===== config.mk =====
export PLATFORM = sky130hd
export DESIGN_NAME = idt_decoder
export DESIGN_NICKNAME = d
export VERILOG_FILES = /design/src/common/idt_pkg.sv /design/src/design/idt_phase_gen.sv /design/src/design/idt_decoder.sv
export SDC_FILE = /design/constraint.sdc
export NUM_CORES = 1
export LEC_CHECK = 0
export BUFFER_PORTS_ARGS = -buffer_cell sky130_fd_sc_hd__buf_4
export CAP_MARGIN = 10
export CORE_MARGIN = 8
export CORE_UTILIZATION = 51
export DETAILED_ROUTE_END_ITERATION = 8
export GPL_ROUTABILITY_DRIVEN = 1
export HOLD_SLACK_MARGIN = 0.15
export PLACE_DENSITY_LB_ADDON = 0.12
export SETUP_SLACK_MARGIN = 0.2
export SLEW_MARGIN = 20
export SYNTH_ARGS = -nofsm -noshare
export SYNTH_HDL_FRONTEND = slang
export SYNTH_HIERARCHICAL = 1
export SYNTH_SLANG_ARGS = --single-unit
export TNS_END_PERCENT = 1

===== constraint.sdc =====
create_clock -name ref_clk -period 3.2 [get_ports ref_clk]
set_clock_uncertainty 0.05 [all_clocks]
set_input_delay 0.48 -clock ref_clk [delete_from_list [all_inputs] [get_ports ref_clk]]
set_output_delay 0.48 -clock ref_clk [all_outputs]
set_load 0.005 [all_outputs]

===== src/common/idt_pkg.sv =====
// Package for the instruction decode and timing block.
// Assumes a single 20 MHz core clock and 14-bit program words.
package idt_pkg;
   localparam int          IDT_WORD_W     = 14;
   localparam int          IDT_PC_W       = 15;
   localparam int          IDT_PHASES     = 4;    // Clocks per cycle
   localparam logic [1:0]  IDT_PHASE_LAST = 2'h3;
   localparam logic [1:0]  IDT_PHASE_RST  = 2'h0;
   localparam logic [1:0]  IDT_PHASE_RD   = 2'h1;
   localparam logic [1:0]  IDT_PHASE_WR   = 2'h3;
   localparam logic [14:0] IDT_PC_RST     = 15'h0000;
   localparam logic [6:0]  IDT_FILE_MAX   = 7'h7F;
   localparam logic [6:0]  IDT_INDF0_ADDR = 7'h00;
   localparam logic [6:0]  IDT_INDF1_ADDR = 7'h01;
   localparam logic [1:0]  IDT_CYC_ONE    = 2'h1;
   localparam logic [1:0]  IDT_CYC_TWO    = 2'h2;
   localparam logic [1:0]  IDT_CYC_THREE  = 2'h3;
   localparam int          IDT_GRP_MSB    = 13;
   localparam int          IDT_D_POS      = 7;
   localparam int          IDT_B_LSB      = 7;
   localparam int          IDT_N_POS_INC  = 2;
   localparam int          IDT_N_POS_OFF  = 6;

   typedef enum logic [1:0] {
      IDT_GRP_BYTE = 2'b00,
      IDT_GRP_BIT  = 2'b01,
      IDT_GRP_LIT  = 2'b10
   } idt_group_type;

   typedef enum logic [1:0] {
      IDT_MM_PRE_INC  = 2'b00,
      IDT_MM_PRE_DEC  = 2'b01,
      IDT_MM_POST_INC = 2'b10,
      IDT_MM_POST_DEC = 2'b11
   } idt_mode_type;
endpackage


===== src/design/idt_phase_gen.sv =====
// Phase generator: splits each instruction cycle into four clocks.
// Assumes one free-running clock and a synchronous active-low reset.
`timescale 1ns/1ps
`default_nettype none
module idt_phase_gen
   import idt_pkg::*;
(
   input  wire logic       ref_clk,
   input  wire logic       rst_b,
   output logic [1:0]      phase,
   output logic            cycle_end
);
   logic [1:0] phase_q;

   // Four oscillator periods per instruction cycle
   always_ff @(posedge ref_clk) begin
      if (!rst_b) begin
         phase_q <= IDT_PHASE_RST;
      end else begin
         phase_q <= phase_q + 2'h1; // RULE_08
      end
   end

   assign phase     = phase_q;
   assign cycle_end = (phase_q == IDT_PHASE_LAST);
endmodule // idt_phase_gen
`default_nettype wire


===== src/design/idt_decoder.sv =====
// Instruction decoder with cycle timing and read-modify-write sequencing.
// Assumes program memory holds instr_word stable for a whole cycle and the
// core reports the skip/branch outcome and pointer target before phase 3.
// Function
// [RULE_01] Every instruction is one 14-bit word holding opcode and operands.
// [RULE_02] Each word is sorted into byte, bit or literal/control group.
// [RULE_03] Instructions not listed as exceptions finish in one cycle.
// [RULE_04] Direct call and call through working register take two cycles.
// [RULE_05] Plain return, literal return and interrupt return take two cycles.
// [RULE_06] Jumps, branches and taken skips take two cycles.
// [RULE_07] Indirect access with pointer into program memory adds one cycle.
// [RULE_08] One instruction cycle is four oscillator clocks.
// [RULE_09] File operands are read, modified, then written; read always done.
// [RULE_10] Destination bit 0 writes working register, 1 writes file.
// [RULE_11] File address field selects one of 0x00 to 0x7F.
// [RULE_12] Bit field selects one bit of the addressed 8-bit register.
// [RULE_13] Pointer number field selects pointer or indirect port 0 or 1.
// [RULE_14] Two-bit mode selects pre/post increment or decrement.
// [RULE_15] Don't-care bits are ignored whatever their value.
// [RULE_16] Non-flow single-word instructions advance the counter by one.
`timescale 1ns/1ps
`default_nettype none
module idt_decoder
   import idt_pkg::*;
(
   input  wire logic [13:0] instr_word,
   input  wire logic        flow_taken,
   input  wire logic        ptr_in_prog,
   input  wire logic        ref_clk,
   input  wire logic        rst_b,
   output logic [14:0]      pc,
   output logic             fetch_strobe,
   output logic [1:0]       group,
   output logic [6:0]       file_addr,
   output logic [2:0]       bit_sel,
   output logic             dest_file,
   output logic             ptr_num,
   output logic [1:0]       ptr_mode,
   output logic             is_ptr_inc,
   output logic             file_rd,
   output logic             file_wr,
   output logic             wreg_wr,
   output logic [1:0]       cycles_total,
   output logic             stall
);
   logic [1:0]    phase;
   logic          cycle_end;
   logic [13:0]   ir_q;
   logic [1:0]    cnt_q;
   logic [1:0]    need_q;
   logic [14:0]   pc_q;
   logic          exec_q;
   idt_group_type grp_d;
   logic          call_i, ret_i, jmp_i, skip_i, file_op, no_dest, indirect_file_port_i;
   logic          multi_i;
   logic [1:0]    need_d;

   idt_phase_gen u_phase (
      .ref_clk   (ref_clk),
      .rst_b     (rst_b),
      .phase     (phase),
      .cycle_end (cycle_end)
   );

   // Group from the top two opcode bits; whole word latched on each fetch
   always_comb begin
      unique case (ir_q[IDT_GRP_MSB -: 2]) // RULE_02
         2'b00:   grp_d = IDT_GRP_BYTE;
         2'b01:   grp_d = IDT_GRP_BIT;
         default: grp_d = IDT_GRP_LIT;
      endcase
   end

   // Class flags; fields marked don't-care are never inspected
   always_comb begin
      call_i  = (ir_q[13:11] == 3'b100) || (ir_q == 14'h000A); // RULE_04
      ret_i   = (ir_q == 14'h0008) || (ir_q == 14'h0009) ||
                (ir_q[13:8] == 6'h34); // RULE_05
      jmp_i   = (ir_q[13:11] == 3'b101) || (ir_q[13:9] == 5'b11001) ||
                (ir_q == 14'h000B); // RULE_06
      skip_i  = (ir_q[13:11] == 3'b011) ||
                (ir_q[13:8] == 6'h0B) || (ir_q[13:8] == 6'h0F); // RULE_06
      // Clear-W form ignores its low two bits
      no_dest = (ir_q[13:2] == 12'h040); // RULE_15
      // Control words share the byte group but name no file register
      file_op = (grp_d == IDT_GRP_BIT) ||
                (grp_d == IDT_GRP_BYTE && ir_q[11:7] != 5'h00 && !no_dest) ||
                (ir_q[13:8] == 6'h3B) || (ir_q[13:8] == 6'h3D) ||
                (ir_q[13:10] == 4'hD && ir_q[9:8] != 2'h0);
      indirect_file_port_i  = file_op && ((ir_q[6:0] == IDT_INDF0_ADDR) ||
                (ir_q[6:0] == IDT_INDF1_ADDR));
      multi_i = call_i || ret_i || jmp_i || (skip_i && flow_taken);
      need_d  = multi_i ? IDT_CYC_TWO : IDT_CYC_ONE; // RULE_03
      if (indirect_file_port_i && ptr_in_prog) begin
         need_d = multi_i ? IDT_CYC_THREE : IDT_CYC_TWO; // RULE_07
      end
   end

   // Instruction register and extra-cycle counter; the count kept on fetch
   // is that of the instruction just finished, so it never shows half-done
   always_ff @(posedge ref_clk) begin
      if (!rst_b) begin
         ir_q   <= 14'h0000;
         cnt_q  <= 2'h0;
         need_q <= IDT_CYC_ONE;
         exec_q <= 1'b0;
      end else if (cycle_end) begin
         if (!exec_q || cnt_q + 2'h1 >= need_d) begin
            ir_q   <= instr_word; // RULE_01
            cnt_q  <= 2'h0;
            exec_q <= 1'b1;
            need_q <= need_d;
         end else begin
            cnt_q  <= cnt_q + 2'h1;
         end
      end
   end

   // Counter advances one word on each fetch
   always_ff @(posedge ref_clk) begin
      if (!rst_b) begin
         pc_q <= IDT_PC_RST;
      end else if (cycle_end && (!exec_q || cnt_q + 2'h1 >= need_d)) begin
         pc_q <= pc_q + 15'h0001; // RULE_16
      end
   end

   assign stall        = exec_q && (cnt_q + 2'h1 < need_d);
   assign fetch_strobe = cycle_end && !stall;
   assign pc           = pc_q;
   assign group        = grp_d;
   assign file_addr    = ir_q[6:0]; // RULE_11
   assign bit_sel      = ir_q[IDT_B_LSB +: 3]; // RULE_12
   assign dest_file    = ir_q[IDT_D_POS]; // RULE_10
   assign is_ptr_inc   = (ir_q[13:3] == 11'h002);
   assign ptr_num      = is_ptr_inc ? ir_q[IDT_N_POS_INC] :
                         ir_q[IDT_N_POS_OFF]; // RULE_13
   assign ptr_mode     = ir_q[1:0]; // RULE_14
   assign cycles_total = need_q;
   // Read always precedes write, even for store-only forms
   assign file_rd = exec_q && file_op && cnt_q == 2'h0 &&
                    phase == IDT_PHASE_RD; // RULE_09
   assign file_wr = exec_q && file_op && phase == IDT_PHASE_WR &&
                    !stall && (grp_d == IDT_GRP_BIT ? !ir_q[11] :
                    ir_q[IDT_D_POS]); // RULE_10
   // Clear-W writes the working register without naming a file
   assign wreg_wr = exec_q && !stall && phase == IDT_PHASE_WR &&
                    (no_dest || (file_op && grp_d != IDT_GRP_BIT &&
                    !ir_q[IDT_D_POS])); // RULE_10

   // Checks
   property p_fetch_period;
      @(posedge ref_clk) disable iff (!rst_b)
         fetch_strobe |-> ##1 !fetch_strobe [*3];
   endproperty
   a_fetch_period: assert property (p_fetch_period) // RULE_08
      else $error("fetch closer than four clocks");
   property p_pc_step;
      @(posedge ref_clk) disable iff (!rst_b)
         fetch_strobe |=> pc == $past(pc) + 15'h0001;
   endproperty
   a_pc_step: assert property (p_pc_step) // RULE_16
      else $error("counter did not step by one");
   property p_rd_before_wr;
      @(posedge ref_clk) disable iff (!rst_b)
         file_rd |-> ##2 (file_wr || wreg_wr || stall ||
         (grp_d == IDT_GRP_BIT && ir_q[11]));
   endproperty
   a_rd_before_wr: assert property (p_rd_before_wr) // RULE_09
      else $error("file read not followed by store");
   property p_excl_dest;
      @(posedge ref_clk) disable iff (!rst_b) !(wreg_wr && file_wr);
   endproperty
   a_excl_dest: assert property (p_excl_dest) // RULE_10
      else $error("both destinations written");
   property p_one_cycle;
      @(posedge ref_clk) disable iff (!rst_b)
         (cycle_end && exec_q && !multi_i && !(indirect_file_port_i && ptr_in_prog))
         |-> !stall;
   endproperty
   a_one_cycle: assert property (p_one_cycle) // RULE_03
      else $error("simple instruction stalled");
   property p_call_two;
      @(posedge ref_clk) disable iff (!rst_b)
         (cycle_end && exec_q && cnt_q == 2'h0 && call_i) |=>
         (cnt_q == 2'h1);
   endproperty
   a_call_two: assert property (p_call_two) // RULE_04
      else $error("call did not hold a second cycle");
   property p_multi_stall;
      @(posedge ref_clk) disable iff (!rst_b)
         (exec_q && cnt_q == 2'h0 && phase == IDT_PHASE_RST &&
         (call_i || ret_i)) |-> stall;
   endproperty
   a_multi_stall: assert property (p_multi_stall) // RULE_04
      else $error("call or return did not take two cycles");
   property p_jump_stall;
      @(posedge ref_clk) disable iff (!rst_b)
         (exec_q && cnt_q == 2'h0 && jmp_i) |-> stall;
   endproperty
   a_jump_stall: assert property (p_jump_stall) // RULE_06
      else $error("jump did not take two cycles");
   property p_indirect_file_port_extra;
      @(posedge ref_clk) disable iff (!rst_b)
         (exec_q && cnt_q == 2'h0 && indirect_file_port_i && ptr_in_prog) |-> stall;
   endproperty
   a_indirect_file_port_extra: assert property (p_indirect_file_port_extra) // RULE_07
      else $error("indirect program access lacked extra cycle");
   property p_ret_flag;
      @(posedge ref_clk) disable iff (!rst_b)
         (exec_q && ir_q == 14'h0008 && cnt_q == 2'h0) |-> stall;
   endproperty
   a_ret_flag: assert property (p_ret_flag) // RULE_05
      else $error("return did not take two cycles");
   c_call: cover property (@(posedge ref_clk) exec_q && call_i &&
      cnt_q == 2'h1);
   c_skip: cover property (@(posedge ref_clk) skip_i && flow_taken && stall);
   c_three: cover property (@(posedge ref_clk) need_q == IDT_CYC_THREE);
endmodule // idt_decoder
`default_nettype wire


==> results of run 1 <==
power by group:
part | switching (mW) | leakage [nW] | total [mW] | internal [mW]
sequential | 0.0236 | 0.293 | 0.492 | 0.468
combinational | 0.122 | 0.662 | 0.251 | 0.129
clock | 0.156 | 0.0410 | 0.304 | 0.148
layout make-up:
class                      instances  area (µm²)  area share
multi-input combinational        164        1110       0.434
sequential                        36         724       0.283
timing repair buffer              72         553       0.216
clock buffer                       6        72.6      0.0283
tap                               48        60.1      0.0234
inverter                           9        33.8      0.0132
clock inverter                     1        5.00     0.00195
cells by family (layout without fill, tap and decap cells):
logic type	count (synthesis)	in the layout	share of synthesized area
xor gates and xnor gates	2	2	0.00915
buffers and inverters	36	88	0.107
AOI/OAI and AO/OA	50	50	0.159
muxes	4	4	0.0209
DFF	36	36	0.376
and+or+nand+nor	102	102	0.288
adders and majority gates	6	6	0.0392
synth_stat cells (all sizes together), types with 3 or more instances:
library cell,n
nand2,41
dfxtp,36
a21oi,30
buf,21
nor2,14
inv,9
o31ai,8
or4,8
nor4,7
clkbuf,6
ha,6
nand2b,5
and2,4
mux2i,4
nand3,4
nand4b,4
nor2b,4
nand4,3
sequential cells by signal, summed over array words and instances (netlist names):
name           cells
pc                15
ir_q              14
cnt_q              2
cycles_total       2
u_phase/phase      2
exec_q             1
critical path, delay by kind of cell, from the launching register on:
family	cells	cell delay [ps]
AOI/OAI and AO/OA	4	660
buffers and inverters	4	410
DFF	1	340
adders and majority gates	2	500
and+or+nand+nor	3	590
metal layers:
layer | up-vias | global-route usage | routed length [µm] | share of wire
li1 | 919 | - | - | -
met3 | 9 | 0.0571 | 302 | 0.060
met1 | 852 | 0.196 | 2250 | 0.44
met2 | 62 | 0.269 | 2430 | 0.48
met4 | 0 | 0.0623 | 83 | 0.016
met5 | - | 0 | 0 | 0
stage by stage:
step	setup WS [ps]	instance area [µm²]	TNS [ps]	total power [mW]	hold slack, ps
floorplan	248	1920	0	0.623	400
global placement	124	2330	0	0.698	408
detailed placement	119	2330	0	0.701	417
CTS	-58.2	2470	-94.4	1.02	379
global route	-285	2560	-760	1.10	377
finish	-115	2560	-213	1.05	382
worst min path at each step:
stage | end | from | slack, ps
floorplan | ir_q[0] | ir_q[0] | 400
global placement | ir_q[0] | ir_q[0] | 410
detailed placement | ir_q[0] | ir_q[0] | 420
CTS | ir_q[12] | instr_word[12] | 380
global route | ir_q[2] | instr_word[2] | 380
finish | ir_q[0] | instr_word[0] | 380
repair_timing:
| item | in CTS | in global routing |
|---|---|---|
| gates resized for setup | 13 | 12 |
| endpoints found under the setup margin | 27 | 28 |
| hold endpoints to repair | 0 | 0 |
| buffers inserted | 1 | 3 |
| pin swaps | 10 | 8 |
==> report_table.html, run 1 <==
<table>
<tr><th>Metric</th><th>Value</th></tr>
<tr><th colspan="2">Setup path</th></tr>
<tr><td>Most frequent cell on the critical path</td><td>nand4b_1</td></tr>
<tr><td>Launch point of the worst reg-to-reg path</td><td>ir_q[10]</td></tr>
<tr><td>Register-to-Register Setup Slack</td><td>180 ps</td></tr>
<tr><td>Sequence of cells on the critical path</td><td>buf_4, nand4b_1, a41oi_2, a21oi_2, nand4b_1, ha_2, inv_2, ha_4, inv_2, a21oi_2, nand4b_1, a2111oi_2, buf_4</td></tr>
<tr><td>R2R cell count</td><td>13</td></tr>
<tr><td>Largest stage delay, worst path</td><td>350 ps</td></tr>
<tr><td>Crit-path slowest cell</td><td>ha_2</td></tr>
<tr><td>Crit path arrival time</td><td>2780 ps</td></tr>
<tr><td>Critical path startpoint category</td><td>register</td></tr>
<tr><td>Critical path fanouts, max</td><td>7</td></tr>
<tr><td>Launch point of the worst path</td><td>ir_q[10]</td></tr>
<tr><td>Req. time, crit path</td><td>2670 ps</td></tr>
<tr><td>Setup crit end kind</td><td>output port</td></tr>
<tr><td>Endpoint of the most critical setup path</td><td>file_wr</td></tr>
<tr><td>Worst flop-to-flop path endpoint</td><td>pc[10]</td></tr>
<tr><td>Type of the worst setup path</td><td>reg2out</td></tr>
<tr><th colspan="2">Global routing</th></tr>
<tr><td>Antenna violations before repair</td><td>0</td></tr>
<tr><td>Wire length of the first global-routing pass</td><td>8200 µm</td></tr>
<tr><td>GRT overflow</td><td>0</td></tr>
<tr><td>Overall global routing resource usage</td><td>0.166</td></tr>
<tr><td>Number of global-route vias before repair</td><td>1,722</td></tr>
<tr><td>Largest net degree at the start of global routing</td><td>33</td></tr>
<tr><th colspan="2">Logic synthesis</th></tr>
<tr><td>Syn Inst Count</td><td>236</td></tr>
<tr><td>Count of cell types in the netlist</td><td>42</td></tr>
<tr><td>Number of nets in the synthesized netlist</td><td>260</td></tr>
<tr><td>Avg Cell Area, Syn</td><td>8.11 µm²</td></tr>
<tr><td>Area of the mapped netlist</td><td>1910 µm²</td></tr>
<tr><td>Warning count from the yosys run</td><td>6</td></tr>
<tr><td>Top cells by area in the synthesized netlist</td><td>dfxtp_1, nand2_1, a21oi_1</td></tr>
<tr><td>Dominant synthesized flop cell</td><td>dfxtp_1</td></tr>
<tr><td>Sequential element share of the synthesized area</td><td>0.376</td></tr>
<tr><td>Ys async rst share</td><td>0</td></tr>
<tr><td>Number of flops mapped to enable cells by yosys</td><td>0</td></tr>
<tr><td>Dominant cell type by area after synthesis</td><td>dfxtp_1</td></tr>
<tr><td>#FFs+latches synth</td><td>36</td></tr>
<tr><td>Area share of the largest cell type after synthesis</td><td>0.376</td></tr>
<tr><th colspan="2">Floorplanning</th></tr>
<tr><td>Number of placed I/O pins</td><td>57</td></tr>
<tr><td>Site row count</td><td>22</td></tr>
<tr><td>Die area</td><td>5970 µm²</td></tr>
<tr><td>Die Span Y</td><td>77.3 µm</td></tr>
<tr><td>Effective utilization at floorplan</td><td>0.527</td></tr>
<tr><td>Total core area</td><td>3630 µm²</td></tr>
<tr><td>Die Wd</td><td>77.3 µm</td></tr>
<tr><th colspan="2">Finish</th></tr>
<tr><td>Leading cell types in the layout, fill and taps excluded</td><td>buf_4, nand2_1, dfxtp_1</td></tr>
<tr><td># diodes</td><td>0</td></tr>
<tr><td>Fraction of final layout cells with drive strength greater than 1</td><td>0.365</td></tr>
<tr><td>Post-Layout Cell Count</td><td>336</td></tr>
<tr><td>Final core utilization</td><td>0.705</td></tr>
<tr><td>Area added between synthesis and finish</td><td>33.8%</td></tr>
<tr><td># nets final</td><td>312</td></tr>
<tr><td>Most frequent standard cell in the layout excluding fill and tap cells</td><td>buf_4</td></tr>
<tr><td>Filler instances</td><td>301</td></tr>
<tr><th colspan="2">Clock tree</th></tr>
<tr><td>Hold_buf cts</td><td>0</td></tr>
<tr><td>Clk sinks</td><td>36</td></tr>
<tr><td>CTS clk-pin slew, worst paths</td><td>70 ps</td></tr>
<tr><td>Clock latency at the later pin of the worst-skew pair</td><td>290 ps</td></tr>
<tr><td>Number of H-tree levels</td><td>2</td></tr>
<tr><td>Buffer depth of the longest clock path</td><td>2</td></tr>
<tr><td>CTS Buf Count</td><td>5</td></tr>
<tr><td>TritonCTS clock tree</td><td>done</td></tr>
<tr><td>CTS root buf</td><td>clkbuf_8</td></tr>
<tr><th colspan="2">Timing</th></tr>
<tr><td>Slew at the pin closest to its max-slew limit</td><td>510 ps</td></tr>
<tr><td>Number of failing setup endpoints in the final timing report</td><td>2</td></tr>
<tr><td>Tmin final</td><td>3310 ps</td></tr>
<tr><td>Final Cycle Share</td><td>1.04</td></tr>
<tr><td>Slack of the critical path</td><td>-115 ps</td></tr>
<tr><td>Setup repair after global routing missed its margin</td><td>yes</td></tr>
<tr><td>Number of hold violations in the final report</td><td>0</td></tr>
<tr><td>Number of pins with negative max-slew slack in the final report</td><td>0</td></tr>
<tr><td>Highest clock rate</td><td>302 MHz</td></tr>
<tr><td>Worst slew margin relative to its limit</td><td>0.659</td></tr>
<tr><th colspan="2">Detailed routing</th></tr>
<tr><td>Routed length per placed instance</td><td>15.1 µm</td></tr>
<tr><td>Avg Vias per Cell</td><td>5.48</td></tr>
<tr><td>Total number of vias</td><td>1,842</td></tr>
<tr><td>First-pass detailed-route iteration total</td><td>4</td></tr>
<tr><td>Antenna viol nets, final</td><td>0</td></tr>
<tr><td>Wire length after detailed routing</td><td>5070 µm</td></tr>
<tr><td>Drt drc</td><td>0</td></tr>
<tr><td>DRC marker count from the first detailed-route iteration</td><td>165</td></tr>
<tr><th colspan="2">Place</th></tr>
<tr><td>Routability Congestion</td><td>0.829</td></tr>
<tr><td>Placed wire-length estimate</td><td>3440 µm</td></tr>
<tr><td>Total placed cells including tap cells</td><td>325</td></tr>
<tr><td>Count of input and output buffers</td><td>56</td></tr>
<tr><th colspan="2">Power</th></tr>
<tr><td>Leakage</td><td>0.996 nW</td></tr>
<tr><td>Power per cell area</td><td>409 nW/µm²</td></tr>
<tr><td>VDD IR-drop max</td><td>325 µV</td></tr>
<tr><th colspan="2">Job</th></tr>
<tr><td>Max Cap Violations</td><td>0</td></tr>
<tr><th colspan="2">Run status</th></tr>
<tr><td>Outcome</td><td>finished with violations</td></tr>
<tr><td>Violated checks</td><td>setup timing</td></tr>
<tr><th colspan="2">Worst hold path</th></tr>
<tr><td>Worst hold path class</td><td>in2reg</td></tr>
<tr><td>Number of instances on the worst hold path</td><td>3</td></tr>
</table>
Note: power is estimated with default switching activity, not from simulation.
==> inputs of run 2 (changes only) <==
BUFFER_PORTS_ARGS = -buffer_cell sky130_fd_sc_hd__buf_2   (was -buffer_cell sky130_fd_sc_hd__buf_4)
==> run 2 against run 1 <==
  * The run still ends with setup timing left
  * Total power grew 4.2%
  * Clock power grew 29%
  * Fmax grew 3.6%
  * Critical path type unchanged
  * Largest cell class unchanged
  * Highest routed layer unchanged
==> report_table.html, run 2 (synthesis results as in run 1) <==
<table>
<tr><th>Metric</th><th>Value</th></tr>
<tr><th colspan="2">Run status</th></tr>
<tr><td>Outcome</td><td>finished with violations</td></tr>
<tr><td>Violated checks</td><td>setup timing</td></tr>
<tr><th colspan="2">Floorplanning</th></tr>
<tr><td>Number of placed I/O pins</td><td>57</td></tr>
<tr><td>Die Span Y</td><td>77.3 µm</td></tr>
<tr><td>Total core area</td><td>3630 µm²</td></tr>
<tr><td>Die Wd</td><td>77.3 µm</td></tr>
<tr><td>Site row count</td><td>22</td></tr>
<tr><td>Die area</td><td>5970 µm²</td></tr>
<tr><td>Effective utilization at floorplan</td><td>0.527</td></tr>
<tr><th colspan="2">Timing</th></tr>
<tr><td>Highest clock rate</td><td>312 MHz</td></tr>
<tr><td>Number of pins with negative max-slew slack in the final report</td><td>0</td></tr>
<tr><td>Number of failing setup endpoints in the final timing report</td><td>1</td></tr>
<tr><td>Slew at the pin closest to its max-slew limit</td><td>511 ps</td></tr>
<tr><td>Final Cycle Share</td><td>1.00</td></tr>
<tr><td>Worst slew margin relative to its limit</td><td>0.659</td></tr>
<tr><td>Tmin final</td><td>3200 ps</td></tr>
<tr><td>Number of hold violations in the final report</td><td>0</td></tr>
<tr><td>Setup repair after global routing missed its margin</td><td>yes</td></tr>
<tr><td>Slack of the critical path</td><td>-0.222 ps</td></tr>
<tr><th colspan="2">Place</th></tr>
<tr><td>Placed wire-length estimate</td><td>3360 µm</td></tr>
<tr><td>Routability Congestion</td><td>0.784</td></tr>
<tr><td>Total placed cells including tap cells</td><td>322</td></tr>
<tr><td>Count of input and output buffers</td><td>56</td></tr>
<tr><td>Dpl ws</td><td>123 ps</td></tr>
<tr><th colspan="2">Finish</th></tr>
<tr><td>Post-Layout Cell Count</td><td>332</td></tr>
<tr><td>Fraction of final layout cells with drive strength greater than 1</td><td>0.342</td></tr>
<tr><td>Largest register FFs</td><td>15</td></tr>
<tr><td>Area added between synthesis and finish</td><td>24.1%</td></tr>
<tr><td># diodes</td><td>0</td></tr>
<tr><td>Leading cell types in the layout, fill and taps excluded</td><td>buf_2, nand2_1, dfxtp_1</td></tr>
<tr><td># nets final</td><td>307</td></tr>
<tr><td>Final core utilization</td><td>0.654</td></tr>
<tr><td>Most frequent standard cell in the layout excluding fill and tap cells</td><td>buf_2</td></tr>
<tr><td>Filler instances</td><td>346</td></tr>
<tr><th colspan="2">Setup path</th></tr>
<tr><td>Crit-path slowest cell</td><td>dfxtp_2</td></tr>
<tr><td>Crit path arrival time</td><td>2670 ps</td></tr>
<tr><td>Req. time, crit path</td><td>2670 ps</td></tr>
<tr><td>Critical path fanouts, max</td><td>3</td></tr>
<tr><td>Sequence of cells on the critical path</td><td>nor4_2, buf_4, a41oi_4, a211oi_2, nor2_1, ha_1, inv_1, ha_2, inv_2, a21oi_2, nand4b_1, a2111oi_2, buf_2</td></tr>
<tr><td>Critical path startpoint category</td><td>register</td></tr>
<tr><td>Setup crit end kind</td><td>output port</td></tr>
<tr><td>Type of the worst setup path</td><td>reg2out</td></tr>
<tr><td>Largest stage delay, worst path</td><td>320 ps</td></tr>
<tr><td>Register-to-Register Setup Slack</td><td>180 ps</td></tr>
<tr><th colspan="2">Global routing</th></tr>
<tr><td>Number of global-route vias before repair</td><td>1,692</td></tr>
<tr><td>Largest net degree at the start of global routing</td><td>35</td></tr>
<tr><td>GRT overflow</td><td>0</td></tr>
<tr><td>Wire length of the first global-routing pass</td><td>7850 µm</td></tr>
<tr><td>Antenna violations before repair</td><td>0</td></tr>
<tr><td>Overall global routing resource usage</td><td>0.159</td></tr>
<tr><th colspan="2">Clock tree</th></tr>
<tr><td>CTS root buf</td><td>clkbuf_8</td></tr>
<tr><td>CTS clk-pin slew, worst paths</td><td>70 ps</td></tr>
<tr><td>Clk sinks</td><td>36</td></tr>
<tr><td>TritonCTS clock tree</td><td>done</td></tr>
<tr><td>Number of H-tree levels</td><td>2</td></tr>
<tr><td>CTS Buf Count</td><td>5</td></tr>
<tr><td>Buffer depth of the longest clock path</td><td>2</td></tr>
<tr><td>Clock latency at the later pin of the worst-skew pair</td><td>290 ps</td></tr>
<tr><th colspan="2">Job</th></tr>
<tr><td>Max Cap Violations</td><td>0</td></tr>
<tr><th colspan="2">Detailed routing</th></tr>
<tr><td>Wire length after detailed routing</td><td>4680 µm</td></tr>
<tr><td>Avg Vias per Cell</td><td>5.44</td></tr>
<tr><td>First-pass detailed-route iteration total</td><td>4</td></tr>
<tr><td>Drt drc</td><td>0</td></tr>
<tr><td>Routed length per placed instance</td><td>14.1 µm</td></tr>
<tr><td>Total number of vias</td><td>1,805</td></tr>
<tr><td>Antenna viol nets, final</td><td>0</td></tr>
<tr><td>DRC marker count from the first detailed-route iteration</td><td>84</td></tr>
<tr><th colspan="2">Worst hold path</th></tr>
<tr><td>Worst hold path class</td><td>in2reg</td></tr>
<tr><th colspan="2">Power</th></tr>
<tr><td>Leakage</td><td>0.968 nW</td></tr>
<tr><td>VDD IR-drop max</td><td>329 µV</td></tr>
<tr><td>Power per cell area</td><td>459 nW/µm²</td></tr>
</table>
## run 2: cell count changes in the layout (fill, tap and decap cells not counted), sizes merged
cell	before	now
bufinv	0	1
buf	72	67
## run 2: per-layer routing
layer,vias up,GRT usage,part of all wire
li1,913,-,-
met1,844,0.188,0.47
met2,41,0.248,0.45
met3,7,0.0618,0.056
met4,0,0.0698,0.020
met5,-,0,0
## run 2: worst paths after layout
kind | depth (start not counted) | endpoint | start
setup / recovery | 13 | file_wr | ir_q[12]
hold / removal | 3 | ir_q[12] | instr_word[12]
setup reg to reg | 13 | pc[10] | ir_q[12]
hold reg to reg | 2 | ir_q[0] | ir_q[0]
## run 2: worst max-delay path, delay by kind of cell (launching register included)
| kind | cells | cell delay, ps |
|---|---|---|
| AOI/OAI and AO/OA | 4 | 630 |
| adders and majority gates | 2 | 450 |
| buffers and inverters | 4 | 440 |
| DFF | 1 | 320 |
| and+or+nand+nor | 3 | 530 |
## run 2: area by class of cell
cell class	count	area, µm²	share of cell area
Inverter	9	33.8	0.0142
Multi-Input combinational cell	164	1080	0.453
Tap cell	48	60.1	0.0253
Clock inverter	2	35.0	0.0147
Sequential cell	36	723	0.304
Timing Repair Buffer	67	375	0.158
Clock buffer	6	72.6	0.0305
## run 2: what timing repair did
action,CTS,global route
buffers inserted,2,0
hold buffers,0,0
endpoints found under the setup margin,13,19
gates resized for setup,14,4
pin swaps,10,1
## run 2: power by group
group	total [mW]	leakage [nW]	switching, mW	internal (mW)
logic	0.207	0.620	0.108	0.0995
registers	0.490	0.293	0.0225	0.468
clock network	0.393	0.0552	0.161	0.231
## run 2: per-stage QoR
stage          area [µm²]  setup TNS [ps]  hold slack [ps]  power [mW]
2_1_floorplan        1920               0              400       0.623
3_3_place_gp         2160               0              401       0.678
3_5_place_dp         2160               0              412       0.679
4_1_cts              2350           -20.2              365        1.09
5_1_grt              2380            -608              372        1.15
6_report             2380          -0.222              370        1.09
==> inputs of run 3 (changes only) <==
SKIP_LAST_GASP = 1   (was default)
==> run 3 against run 2 <==
  * Setup slack worse by 33 ps
  * Non-clock buffer count did not move
  * Flip-flop and latch count did not move
  * The flow still finishes with violations (setup timing)
  * Final cell count unchanged
  * Sequential power about the same
==> report_table.html, run 3 (synthesis results as in run 1) <==
<table>
<tr><th>Metric</th><th>Value</th></tr>
<tr><th colspan="2">Setup path</th></tr>
<tr><td>Cell family contributing the most delay on the critical path</td><td>compound AO/OA/AOI/OAI gates</td></tr>
<tr><td>Buffering stage count on the worst path with inverters included</td><td>4</td></tr>
<tr><td>Setup crit end kind</td><td>output port</td></tr>
<tr><td>Sequence of cells on the critical path</td><td>nor4_2, buf_4, a41oi_2, a211oi_2, nor2_1, ha_1, inv_1, ha_2, inv_2, a21oi_2, nand4b_1, a2111oi_2, buf_2</td></tr>
<tr><td>Crit-path slowest cell</td><td>dfxtp_2</td></tr>
<tr><td>Critical path startpoint category</td><td>register</td></tr>
<tr><td>Critical path fanouts, max</td><td>3</td></tr>
<tr><td>Crit path arrival time</td><td>2700 ps</td></tr>
<tr><td>Type of the worst setup path</td><td>reg2out</td></tr>
<tr><td>Largest stage delay, worst path</td><td>320 ps</td></tr>
<tr><td>Req. time, crit path</td><td>2670 ps</td></tr>
<tr><th colspan="2">Timing</th></tr>
<tr><td>Final Hold Slack</td><td>369 ps</td></tr>
<tr><td>Worst slew margin relative to its limit</td><td>0.549</td></tr>
<tr><td>Final Cycle Share</td><td>1.01</td></tr>
<tr><td>Number of pins with negative max-slew slack in the final report</td><td>0</td></tr>
<tr><td>Tmin final</td><td>3230 ps</td></tr>
<tr><td>Slack of the critical path</td><td>-33.3 ps</td></tr>
<tr><td>Setup repair after global routing missed its margin</td><td>yes</td></tr>
<tr><td>Number of hold violations in the final report</td><td>0</td></tr>
<tr><td>Setup tns final</td><td>-33.3 ps</td></tr>
<tr><td>Slew at the pin closest to its max-slew limit</td><td>676 ps</td></tr>
<tr><td>Number of failing setup endpoints in the final timing report</td><td>1</td></tr>
<tr><td>Highest clock rate</td><td>309 MHz</td></tr>
<tr><th colspan="2">Run status</th></tr>
<tr><td>Outcome</td><td>finished with violations</td></tr>
<tr><td>Violated checks</td><td>setup timing</td></tr>
<tr><th colspan="2">Detailed routing</th></tr>
<tr><td>Total number of vias</td><td>1,774</td></tr>
<tr><td>DRC marker count from the first detailed-route iteration</td><td>96</td></tr>
<tr><td>Avg Vias per Cell</td><td>5.34</td></tr>
<tr><td>Antenna viol nets, final</td><td>0</td></tr>
<tr><td>Routed length per placed instance</td><td>14.0 µm</td></tr>
<tr><td>First-pass detailed-route iteration total</td><td>4</td></tr>
<tr><td>Wire length after detailed routing</td><td>4640 µm</td></tr>
<tr><td>Drt drc</td><td>0</td></tr>
<tr><th colspan="2">Finish</th></tr>
<tr><td># diodes</td><td>0</td></tr>
<tr><td>Most frequent standard cell in the layout excluding fill and tap cells</td><td>buf_2</td></tr>
<tr><td>Leading cell types in the layout, fill and taps excluded</td><td>buf_2, nand2_1, dfxtp_1</td></tr>
<tr><td>Area added between synthesis and finish</td><td>22.7%</td></tr>
<tr><td>Largest register FFs</td><td>15</td></tr>
<tr><td># nets final</td><td>307</td></tr>
<tr><td>Fraction of final layout cells with drive strength greater than 1</td><td>0.327</td></tr>
<tr><th colspan="2">Power</th></tr>
<tr><td>Switching power of the nets</td><td>0.288 mW</td></tr>
<tr><td>Leakage</td><td>0.966 nW</td></tr>
<tr><td>Power share of the combinational group</td><td>0.186</td></tr>
<tr><td>Reg power frac</td><td>0.452</td></tr>
<tr><td>Switching Fraction</td><td>0.266</td></tr>
<tr><td>Internal power consumption</td><td>0.797 mW</td></tr>
<tr><td>Power, Total</td><td>1.08 mW</td></tr>
<tr><td>Proportion of power drawn by the clock network</td><td>0.362</td></tr>
<tr><td>VDD IR-drop max</td><td>330 µV</td></tr>
<tr><td>Power per cell area</td><td>462 nW/µm²</td></tr>
<tr><th colspan="2">Global routing</th></tr>
<tr><td>Number of global-route vias before repair</td><td>1,692</td></tr>
<tr><td>GRT overflow</td><td>0</td></tr>
<tr><td>Largest net degree at the start of global routing</td><td>35</td></tr>
<tr><td>Wire length of the first global-routing pass</td><td>7850 µm</td></tr>
<tr><td>Antenna violations before repair</td><td>0</td></tr>
<tr><td>Overall global routing resource usage</td><td>0.159</td></tr>
<tr><th colspan="2">Floorplanning</th></tr>
<tr><td>Die Wd</td><td>77.3 µm</td></tr>
<tr><td>Site row count</td><td>22</td></tr>
<tr><td>Number of placed I/O pins</td><td>57</td></tr>
<tr><td>Total core area</td><td>3630 µm²</td></tr>
<tr><td>Effective utilization at floorplan</td><td>0.527</td></tr>
<tr><td>Die area</td><td>5970 µm²</td></tr>
<tr><td>Die Span Y</td><td>77.3 µm</td></tr>
<tr><th colspan="2">Place</th></tr>
<tr><td>Count of input and output buffers</td><td>56</td></tr>
<tr><td>Placed wire-length estimate</td><td>3360 µm</td></tr>
<tr><td>Routability Congestion</td><td>0.784</td></tr>
<tr><th colspan="2">Clock tree</th></tr>
<tr><td>Buffer depth of the longest clock path</td><td>2</td></tr>
<tr><td>Hold_buf cts</td><td>0</td></tr>
<tr><td>CTS clk-pin slew, worst paths</td><td>70 ps</td></tr>
<tr><td>Clock latency at the later pin of the worst-skew pair</td><td>290 ps</td></tr>
<tr><td>TritonCTS clock tree</td><td>done</td></tr>
<tr><td>CTS Buf Count</td><td>5</td></tr>
<tr><td>CTS root buf</td><td>clkbuf_8</td></tr>
<tr><td>Number of H-tree levels</td><td>2</td></tr>
<tr><td>Clk sinks</td><td>36</td></tr>
<tr><th colspan="2">Job</th></tr>
<tr><td>Max Cap Violations</td><td>0</td></tr>
<tr><th colspan="2">Worst hold path</th></tr>
<tr><td>Worst hold path class</td><td>in2reg</td></tr>
</table>
[run 3: cell counts in the layout (fill, tap and decap cells not counted)]
No cell type changed its count.
[run 3: area by class of cell]
cell class	instances	area (µm²)
multi-input combinational	164	1050
fill	350	1280
sequential	36	723
tap	48	60.1
clock buffer	6	72.6
inverter	9	33.8
clock inverter	2	35.0
timing repair buffer	67	375
[run 3: power groups by stage]
stage / clock, mW / sequential (mW) / combinational, mW
6_report: 0.393 / 0.490 / 0.202
5_1_grt: 0.420 / 0.493 / 0.228
4_1_cts: 0.400 / 0.490 / 0.203
3_5_place_dp: 0 / 0.498 / 0.181
3_3_place_gp: 0 / 0.498 / 0.180
2_1_floorplan: 0 / 0.494 / 0.129
[run 3: worst paths after layout]
| check | start | end | slack [ps] | depth (start not counted) |
|---|---|---|---|---|
| hold reg to reg | ir_q[0] | ir_q[0] | 420 | 2 |
| setup reg to reg | ir_q[12] | pc[7] | 180 | 13 |
| hold / removal | instr_word[12] | ir_q[12] | 370 | 3 |
| setup / recovery | ir_q[12] | file_wr | -30 | 13 |
[run 3: tightest hold or removal path: cells and delay by family]
| family | cells | cell delay (ps) |
|---|---|---|
| buf+inv | 1 | 90 |
| compound gates | 1 | 50 |
| simple gates | 1 | 50 |
[run 3: timing repair]
action,CTS,global route
setup endpoints to repair,13,34
buffers inserted,2,0
resized for setup,13,0
pin swaps,10,0
[run 3: metal layers]
metal / GRT usage / wire length (µm)
met1: 0.188 / 2160
met2: 0.248 / 2120
met3: 0.0618 / 258
met4: 0.0698 / 92
met5: 0 / 0
[run 3: stage by stage]
| stage | worst slack [ps] | utilization | cells | instance area (µm²) |
|---|---|---|---|---|
| 2_1_floorplan | 248 | - | 236 | 1920 |
| 3_3_place_gp | 146 | 0.596 | 322 | 2160 |
| 3_5_place_dp | 123 | 0.596 | 322 | 2160 |
| 4_1_cts | -20.2 | 0.647 | 332 | 2350 |
| 5_1_grt | -249 | 0.647 | 332 | 2350 |
| 6_report | -33.3 | 0.647 | 332 | 2350 |
